File: config.mk
export PLATFORM = sky130hd
export DESIGN_NAME = pif_flags
export DESIGN_NICKNAME = d
export VERILOG_FILES = /design/src/pif_pkg.sv /design/src/pif_clkmon.sv /design/src/pif_flags.sv /design/src/pif_sync.sv
export VERILOG_INCLUDE_DIRS = /design/src
export SDC_FILE = /design/constraint.sdc
export NUM_CORES = 1
export LEC_CHECK = 0
export BUFFER_PORTS_ARGS = -buffer_cell sky130_fd_sc_hd__buf_4
export CAP_MARGIN = 20
export CORE_UTILIZATION = 47
export DETAILED_ROUTE_END_ITERATION = 7
export PLACE_DENSITY = 0.75
export SETUP_SLACK_MARGIN = 0.1
export SYNTH_ARGS = -nofsm -noshare
export SYNTH_HDL_FRONTEND = slang
export SYNTH_SLANG_ARGS = --single-unit
File: constraint.sdc
create_clock -name clk_i -period 1.6 [get_ports clk_i]
set_input_delay 0.32 -clock clk_i [delete_from_list [all_inputs] [get_ports clk_i]]
set_output_delay 0.32 -clock clk_i [all_outputs]
set_load 0.05 [all_outputs]
File: src/pif_regs.svh
// Register offsets, field positions, reset values and timing values of the flag block
//
// Overview of operation
// - Flags set on events, ignoring enables
// - Bit 7 sets on oscillator failover
// - Bit 6 sets on comparator B change
// - Bit 5 sets on comparator A change
// - Bit 4 sets on nonvolatile write done
// - Bits 3 to 0 read zero
// - Port flag cleared on reset, resets if mismatch
// - Pin or watchdog reset keeps previous latch
// - Clock monitor detects failure, switches internal
// - Comparator output high when plus exceeds minus
`ifndef PIF_REGS_SVH
`define PIF_REGS_SVH

// ==========================================================
// Register offsets (byte addresses)
`define PIF_OFS_FLAGS    4'h0
`define PIF_OFS_MASK     4'h4
`define PIF_OFS_CTRL     4'h8
`define PIF_OFS_STATUS   4'hC
`define PIF_ADDR_W       4

// ==========================================================
// Field positions
`define PIF_BIT_OSC_FAIL 7
`define PIF_BIT_CMP_B    6
`define PIF_BIT_CMP_A    5
`define PIF_BIT_NV_DONE  4
`define PIF_FLAG_MASK    8'hF0
`define PIF_BIT_GIE      0
`define PIF_BIT_EXT_MODE 1
`define PIF_BIT_PORT_IE  2
`define PIF_ST_PORTFLAG  0
`define PIF_ST_ON_INT    1
`define PIF_ST_CMP_A     2
`define PIF_ST_CMP_B     3

// ==========================================================
// Reset values
`define PIF_RST_FLAGS    8'h00
`define PIF_RST_MASK     8'h00
`define PIF_RST_CTRL     8'h02

// ==========================================================
// Timing: external clock presumed failed after this long without an edge
`define PIF_FAIL_TIME_NS 2000
`define PIF_CLK_NS       40

`endif

File: src/pif_pkg.sv
// Types shared by the peripheral flag block
`default_nettype none
package pif_pkg;
    typedef struct packed {
        logic       cyc;
        logic       stb;
        logic       we;
        logic [3:0] adr;
        logic [3:0] sel;
        logic [7:0] dat;
    } pif_wb_req_t;

    typedef enum logic [1:0] {
        PIF_CLK_EXT  = 2'b00,
        PIF_CLK_INT  = 2'b01,
        PIF_CLK_HOLD = 2'b10
    } pif_clk_st_t;
endpackage
`default_nettype wire

File: src/pif_clkmon.sv
// Clock fail monitor: watches external clock toggles, switches to internal
`timescale 1ns/100ps
`default_nettype none
`include "pif_regs.svh"
module pif_clkmon #(
    parameter int FAIL_CYC = (`PIF_FAIL_TIME_NS + `PIF_CLK_NS - 1) / `PIF_CLK_NS
) (
    input  wire logic clk_i,       // System clock
    input  wire logic rst_i,       // Synchronous reset
    input  wire logic ce_i,        // Clock enable
    input  wire logic ext_mode_i,  // External clock mode selected
    input  wire logic ext_tog_i,   // Synchronised external clock level
    output logic      on_int_o,    // Running on internal oscillator
    output logic      fail_o       // One-cycle pulse on failover
);
    pif_pkg::pif_clk_st_t st_r;
    pif_pkg::pif_clk_st_t st_nxt;
    logic [15:0] cnt_r;
    logic [15:0] cnt_nxt;
    logic        last_r;
    logic        fail_nxt;

    // Count cycles since last external edge; timeout forces internal
    always_comb begin
        st_nxt   = st_r;
        cnt_nxt  = cnt_r;
        fail_nxt = 1'b0;
        case (st_r)
            pif_pkg::PIF_CLK_EXT: begin
                if (!ext_mode_i) begin
                    st_nxt = pif_pkg::PIF_CLK_INT;
                end else if (ext_tog_i != last_r) begin
                    cnt_nxt = 16'h0000;
                end else if (cnt_r >= 16'(FAIL_CYC - 1)) begin
                    st_nxt   = pif_pkg::PIF_CLK_HOLD;
                    fail_nxt = 1'b1;
                end else begin
                    cnt_nxt = cnt_r + 16'h0001;
                end
            end
            pif_pkg::PIF_CLK_INT: begin
                cnt_nxt = 16'h0000;
                if (ext_mode_i) begin
                    st_nxt = pif_pkg::PIF_CLK_EXT;
                end
            end
            pif_pkg::PIF_CLK_HOLD: begin
                if (!ext_mode_i) begin
                    st_nxt = pif_pkg::PIF_CLK_INT;
                end
            end
            default: st_nxt = pif_pkg::PIF_CLK_INT;
        endcase
    end

    // Register monitor state
    always_ff @(posedge clk_i) begin
        if (rst_i) begin
            st_r     <= pif_pkg::PIF_CLK_INT;
            cnt_r    <= 16'h0000;
            last_r   <= 1'b0;
            fail_o   <= 1'b0;
            on_int_o <= 1'b1;
        end else if (ce_i) begin
            st_r     <= st_nxt;
            cnt_r    <= cnt_nxt;
            last_r   <= ext_tog_i;
            fail_o   <= fail_nxt;
            on_int_o <= (st_nxt != pif_pkg::PIF_CLK_EXT);
        end
    end
endmodule
`default_nettype wire

File: src/pif_flags.sv
// Peripheral interrupt flag register with Wishbone slave and port-change flag
`timescale 1ns/100ps
`default_nettype none
`include "pif_regs.svh"
module pif_flags #(
    parameter int FAIL_CYC = (`PIF_FAIL_TIME_NS + `PIF_CLK_NS - 1) / `PIF_CLK_NS,
    parameter int PORT_W   = 8
) (
    input  wire logic              clk_i,         // System clock
    input  wire logic              rst_i,         // Power-on reset, synchronous
    input  wire logic              ce_i,          // Clock enable
    input  wire logic              pin_rst_i,     // External pin or watchdog reset
    input  wire logic              wb_cyc_i,      // Wishbone cycle
    input  wire logic              wb_stb_i,      // Wishbone strobe
    input  wire logic              wb_we_i,       // Wishbone write
    input  wire logic [3:0]        wb_adr_i,      // Wishbone byte address
    input  wire logic [3:0]        wb_sel_i,      // Wishbone byte selects
    input  wire logic [31:0]       wb_dat_i,      // Wishbone write data
    output logic      [31:0]       wb_dat_o,      // Wishbone read data
    output logic                   wb_ack_o,      // Wishbone acknowledge
    input  wire logic              ext_clk_i,     // External oscillator level
    input  wire logic              cmp_a_output,  // Comparator A digital output
    input  wire logic              cmp_b_output,  // Comparator B digital output
    input  wire logic              nv_done_i,     // Nonvolatile write finished pulse
    input  wire logic [PORT_W-1:0] port_pins_i,   // Port pins for change detection
    output logic                   on_int_osc_o,  // System clock on internal oscillator
    output logic                   irq_o          // Level interrupt request
);
    pif_pkg::pif_wb_req_t req;
    logic [7:0]        flags_r, flags_nxt;
    logic [7:0]        mask_r, mask_nxt;
    logic [7:0]        ctrl_r, ctrl_nxt;
    logic [PORT_W-1:0] prev_r, prev_nxt;
    logic              port_flag_r, port_flag_nxt;
    logic              cmpa_r, cmpb_r;
    logic              ack_nxt, irq_nxt;
    logic [31:0]       rd_nxt;
    logic [7:0]        evt;
    logic [7:0]        clr;
    logic [PORT_W+3:0] sync_in, sync_out;
    logic [PORT_W-1:0] pins_s;
    logic              cmpa_s, cmpb_s, ext_s, nv_s, nv_d_r, osc_fail, on_int;

    assign req = '{cyc: wb_cyc_i, stb: wb_stb_i, we: wb_we_i, adr: wb_adr_i,
                   sel: wb_sel_i, dat: wb_dat_i[7:0]};

    // Address decode shared by read and write paths
    function automatic logic hit(input pif_pkg::pif_wb_req_t r, input logic [3:0] ofs);
        hit = r.cyc && r.stb && (r.adr == ofs);
    endfunction

    // ==========================================================
    // Input synchronisers
    assign sync_in = {port_pins_i, nv_done_i, ext_clk_i, cmp_b_output, cmp_a_output};
    pif_sync #(.W(PORT_W + 4)) u_sync (
        .clk_i (clk_i),
        .rst_i (rst_i),
        .ce_i  (ce_i),
        .d_i   (sync_in),
        .q_o   (sync_out)
    );
    assign {pins_s, nv_s, ext_s, cmpb_s, cmpa_s} = sync_out;

    // ==========================================================
    // Clock monitor
    pif_clkmon #(.FAIL_CYC(FAIL_CYC)) u_mon (
        .clk_i      (clk_i),
        .rst_i      (rst_i),
        .ce_i       (ce_i),
        .ext_mode_i (ctrl_r[`PIF_BIT_EXT_MODE]),
        .ext_tog_i  (ext_s),
        .on_int_o   (on_int),
        .fail_o     (osc_fail)
    );

    // Event vector; comparator outputs already high when plus input wins
    always_comb begin
        evt = 8'h00;
        evt[`PIF_BIT_OSC_FAIL] = osc_fail;
        evt[`PIF_BIT_CMP_B]    = cmpb_s ^ cmpb_r;
        evt[`PIF_BIT_CMP_A]    = cmpa_s ^ cmpa_r;
        evt[`PIF_BIT_NV_DONE]  = nv_s & ~nv_d_r;
    end

    // ==========================================================
    // Register next values
    always_comb begin
        clr       = 8'h00;
        mask_nxt  = mask_r;
        ctrl_nxt  = ctrl_r;
        if (hit(req, `PIF_OFS_FLAGS) && req.we && req.sel[0] && !wb_ack_o) begin
            clr = req.dat;
        end
        if (hit(req, `PIF_OFS_MASK) && req.we && req.sel[0] && !wb_ack_o) begin
            mask_nxt = req.dat & `PIF_FLAG_MASK;
        end
        if (hit(req, `PIF_OFS_CTRL) && req.we && req.sel[0] && !wb_ack_o) begin
            ctrl_nxt = req.dat;
        end
        // Set ignores mask and global enable; set beats clear
        flags_nxt = ((flags_r & ~clr) | evt) & `PIF_FLAG_MASK;
        // Previous-value latch reloads only when port is read, never on pin reset
        prev_nxt = prev_r;
        if (hit(req, `PIF_OFS_STATUS) && !req.we && !wb_ack_o) begin
            prev_nxt = pins_s;
        end
        // Port flag cleared by pin reset, set again while mismatch persists
        port_flag_nxt = pin_rst_i ? 1'b0 : (port_flag_r | (pins_s != prev_r));
        if (!pin_rst_i && hit(req, `PIF_OFS_STATUS) && req.we && req.sel[0] && !wb_ack_o
            && req.dat[`PIF_ST_PORTFLAG] && (pins_s == prev_r)) begin
            port_flag_nxt = 1'b0;
        end
        irq_nxt = ctrl_r[`PIF_BIT_GIE] && ((|(flags_r & mask_r)) ||
                  (port_flag_r && ctrl_r[`PIF_BIT_PORT_IE]));
        ack_nxt = req.cyc && req.stb && !wb_ack_o;
        rd_nxt  = 32'h0000_0000;
        case (req.adr)
            `PIF_OFS_FLAGS:  rd_nxt[7:0] = flags_r & `PIF_FLAG_MASK;
            `PIF_OFS_MASK:   rd_nxt[7:0] = mask_r;
            `PIF_OFS_CTRL:   rd_nxt[7:0] = ctrl_r;
            `PIF_OFS_STATUS: rd_nxt[7:0] = {4'h0, cmpb_s, cmpa_s, on_int, port_flag_r};
            default:         rd_nxt      = 32'h0000_0000;
        endcase
    end

    // Register everything
    always_ff @(posedge clk_i) begin
        if (rst_i) begin
            flags_r      <= `PIF_RST_FLAGS;
            mask_r       <= `PIF_RST_MASK;
            ctrl_r       <= `PIF_RST_CTRL;
            prev_r       <= '0;
            port_flag_r  <= 1'b0;
            cmpa_r       <= 1'b0;
            cmpb_r       <= 1'b0;
            nv_d_r       <= 1'b0;
            wb_ack_o     <= 1'b0;
            wb_dat_o     <= 32'h0000_0000;
            irq_o        <= 1'b0;
            on_int_osc_o <= 1'b1;
        end else if (ce_i) begin
            flags_r      <= flags_nxt;
            mask_r       <= mask_nxt;
            ctrl_r       <= ctrl_nxt;
            prev_r       <= prev_nxt;
            port_flag_r  <= port_flag_nxt;
            cmpa_r       <= cmpa_s;
            cmpb_r       <= cmpb_s;
            nv_d_r       <= nv_s;
            wb_ack_o     <= ack_nxt;
            wb_dat_o     <= rd_nxt;
            irq_o        <= irq_nxt;
            on_int_osc_o <= on_int;
        end
    end
endmodule
`default_nettype wire

File: src/pif_sync.sv
// Two-stage synchroniser for a bus of asynchronous inputs
`timescale 1ns/100ps
`default_nettype none
module pif_sync #(
    parameter int W = 1
) (
    input  wire logic         clk_i,  // System clock
    input  wire logic         rst_i,  // Synchronous reset
    input  wire logic         ce_i,   // Clock enable
    input  wire logic [W-1:0] d_i,    // Asynchronous inputs
    output logic      [W-1:0] q_o     // Synchronised outputs
);
    logic [W-1:0] s1_r;
    logic [W-1:0] s1_nxt;
    logic [W-1:0] s2_nxt;

    // First stage feeds only the second
    always_comb begin
        s1_nxt = ce_i ? d_i : s1_r;
        s2_nxt = ce_i ? s1_r : q_o;
    end

    // Register both stages
    always_ff @(posedge clk_i) begin
        if (rst_i) begin
            s1_r <= '0;
            q_o  <= '0;
        end else begin
            s1_r <= s1_nxt;
            q_o  <= s2_nxt;
        end
    end
endmodule
`default_nettype wire

==> results.sh <==
export IMPL_outcome="finished with violations"
export IMPL_violations="setup timing"
export IMPL_cp_slowest_cell="dfxtp_2"
export IMPL_max_cap_viol_count=0
export IMPL_portBuffers=42
export IMPL_syn_to_final_growth_pct=21.1
export IMPL_antenna_found_initial=0
export IMPL_worstSetupEndpointType="flop"
export IMPL_place_hpwl_um=5190
export IMPL_dieArea_mm2=0.00823
export IMPL_fillCellCount=632
export IMPL_hold_viol=0
export IMPL_ys_seq_area_share_pct=45.4
export IMPL_cts_path_max_buffers=2
export IMPL_r2r_slack_ns=-0.07
export IMPL_grt_overflow=0
export IMPL_antenna_cells=0
export IMPL_finish_utilization_pct=60.2
export IMPL_drive_gt1_share_pct=27.4
export IMPL_crit_type="reg2reg"
export IMPL_synth_distinct_cells=52
export IMPL_routed_wl_um=7240
export IMPL_grt_pass1_wl_um=11700
export IMPL_layout_common_cells="dfxtp_1 (81), buf_4 (70), nor2_1 (55), mux2i_1 (46), nand2_1 (34)"
export IMPL_p_leak_nw=1.98
export IMPL_crit_family="compound AO/OA/AOI/OAI gates"
export IMPL_setup_viol=6
export IMPL_clk_pin_slew_ns=0.09
export IMPL_vdd_drop_max_mv=0.567
export IMPL_async_flop_share_pct=0
export IMPL_cp_arrival_ns=1.93
export IMPL_syn_inst=389
export IMPL_multi_input_area_mm2=0.00191
export IMPL_cp_depth=7
export IMPL_final_cell_count_no_fill=556
export IMPL_drv_slew=0
export IMPL_max_freq_mhz=600
export IMPL_rsz0062_at_grt="true"
export IMPL_synth_edf_count=0
export IMPL_cts_root_buffer="clkbuf_8"
export IMPL_required_ns=1.86
export IMPL_drt_iter0_drc=203
export IMPL_r2r_cells=7
export IMPL_path_cells="inv_2 -> ha_4 -> nor4b_4 -> o2111ai_4 -> o22ai_4 -> nand2_4 -> o31ai_2"
export IMPL_die_height_um=90.7
export IMPL_drt_pass1_iter_count=4
export IMPL_initial_core_util_pct=49.7
export IMPL_h_tree_depth=3
export IMPL_p_per_area_mw_per_mm2=894
export IMPL_dp_cells=534
export IMPL_final_common_cell="dfxtp_1"
export IMPL_finalCriticalPeriod_ns=1.67
export IMPL_fin_setup_tns_ns=-0.255
export IMPL_worstPathMaxFanout=4
export IMPL_synth_ff_type="dfxtp_1"
export IMPL_drc=0
export IMPL_syn_cell_area_mm2=0.00370
export IMPL_route_antenna_remaining_nets=0
export IMPL_syn_mean_instance_area_um2=9.51
export IMPL_grt_max_degree=44
export IMPL_nNetsFinal=514
export IMPL_core_area_mm2=0.00745
export IMPL_rows=31
export IMPL_holdPathStages=3
export IMPL_wire_per_inst_um=13.0
export IMPL_worst_slack_ns=-0.0677
export IMPL_seqCellArea_mm2=0.00169
export IMPL_routabilityCongestion=0.872
export IMPL_grt_total_usage_pct=17.6
export IMPL_cts_tree="built"
export IMPL_start_kind="flop"
export IMPL_numCtsBuffers=9
export IMPL_hold_path_class="in2reg"
export IMPL_cp_slowest_stage_delay_ns=0.34
export IMPL_critPathBufInv=1
export IMPL_viasPerCell=5.03
export IMPL_clock_latency_ns=0.35
export IMPL_worstMarginPinSlew_ns=0.544
export IMPL_slew_headroom_pct=63.6
export IMPL_num_vias=2795
export IMPL_ys_ff_latch=84
export IMPL_ys_warn_count=0
export IMPL_post_route_period_util_pct=104
export IMPL_finClkSkew_ns=0.0102
export IMPL_grt_pass1_vias=2540
export IMPL_numClockSinks=84
export IMPL_die_x_um=90.7
export IMPL_num_io_pins=94
## timing repair
| item | CTS | global route |
|---|---|---|
| pin swaps | 10 | 1 |
| hold buffers | 0 | 0 |
| gates resized for setup | 9 | 10 |
| endpoints found under the setup margin | 22 | 22 |
| buffers inserted | 2 | 4 |
| endpoints found under the hold margin | 0 | 0 |
## worst paths after layout
path / from / endpoint
max: u_mon.cnt_r[1] / u_mon.cnt_r[4]
min: port_pins_i[4] / u_sync.s1_r[8]
max reg2reg: u_mon.cnt_r[1] / u_mon.cnt_r[4]
min reg2reg: ctrl_r[4] / ctrl_r[4]
## per-layer routing
layer / vias to the layer above / wire (um) / share of wire (%) / global-route usage, %
met5: - / 0 / 0 / 0
met4: 0 / 96 / 1.3 / 6.05
met3: 10 / 384 / 5.3 / 5.05
met2: 86 / 3380 / 47 / 29.2
met1: 1295 / 3380 / 47 / 21.9
li1: 1404 / - / - / -
## worst register-to-register path, stage by stage (launching register included)
cell,delay [ns]
dfxtp_2,0.34
inv_2,0.05
ha_4,0.15
nor4b_4,0.31
o2111ai_4,0.18
o22ai_4,0.22
nand2_4,0.10
o31ai_2,0.23
## layout make-up
cell class                      instances  area share (%)
Sequential cell                        84            37.7
Clock buffer                           10            3.07
Tap cell                               99            2.76
Timing Repair Buffer                   72            12.4
Multi-Input combinational cell        279            42.7
Clock inverter                          6           0.893
Inverter                                6           0.502
## synthesized netlist by cell type (all sizes together), types with 2 or more instances
master	instances	share of area [%]
inv	6	0.61
nor4	5	1.3
a21oi	19	2.7
nand3	6	0.81
and3	4	0.68
nand2b	2	0.34
and3b	2	0.51
clkbuf	11	1.4
a22oi	9	1.8
ha	3	1.0
buf	32	6.2
a211o	2	0.47
mux2i	46	12
nand2	36	3.9
o31ai	4	0.81
nor3	2	0.54
and2b	2	0.47
mux2	3	0.91
o21ai	13	1.8
o211ai	2	0.41
dfxtp	84	45
nor2	55	5.6
and2	12	2.0
xor2	11	2.8
## state kept, by name, summed over array words and instances, names as in the netlist
register / count
u_mon.last_r: 1
mask_r: 4
u_sync.s1_r: 12
wb_ack_o: 1
prev_r: 8
cmpa_r: 1
u_sync.q_o: 12
wb_dat_o: 8
ctrl_r: 8
u_mon.on_int_o: 1
on_int_osc_o: 1
irq_o: 1
u_mon.st_r: 2
u_mon.fail_o: 1
nv_d_r: 1
u_mon.cnt_r: 16
port_flag_r: 1
cmpb_r: 1
flags_r: 4
## power breakdown
part	total, mW	leakage [nW]	internal (mW)	switching, mW
registers	2.17	0.683	2.13	0.0349
logic	0.497	1.20	0.181	0.315
clock network	1.34	0.0920	0.603	0.740
## through the flow
| step | hold slack [ns] | instance area, um^2 | setup slack (ns) | total power [mW] |
|---|---|---|---|---|
| 2_1_floorplan | 0.429 | 3830 | 0.00927 | 2.60 |
| 3_3_place_gp | 0.438 | 4180 | -0.0979 | 2.69 |
| 3_5_place_dp | 0.446 | 4180 | -0.129 | 2.70 |
| 4_1_cts | 0.186 | 4400 | -0.0842 | 4.03 |
| 5_1_grt | 0.198 | 4480 | -0.163 | 4.16 |
| 6_report | 0.199 | 4480 | -0.0677 | 4.01 |
## cell families (layout without fill, tap and decap cells)
family                   count (synthesis)  count (layout)  synth area share [%]
adder cells (fa/ha/maj)                  3               3                  1.01
multiplexers                            49              49                  13.4
AND/OR/NAND/NOR                        135             135                  18.3
other                                    1              24                 0.101
AO/OA/AOI/OAI                           57              57                  10.8
XOR/XNOR                                11              11                  2.81
buffers and inverters                   49              94                  8.18
flip-flops                              84              84                  45.4
Note: power is estimated with default switching activity, not from simulation.
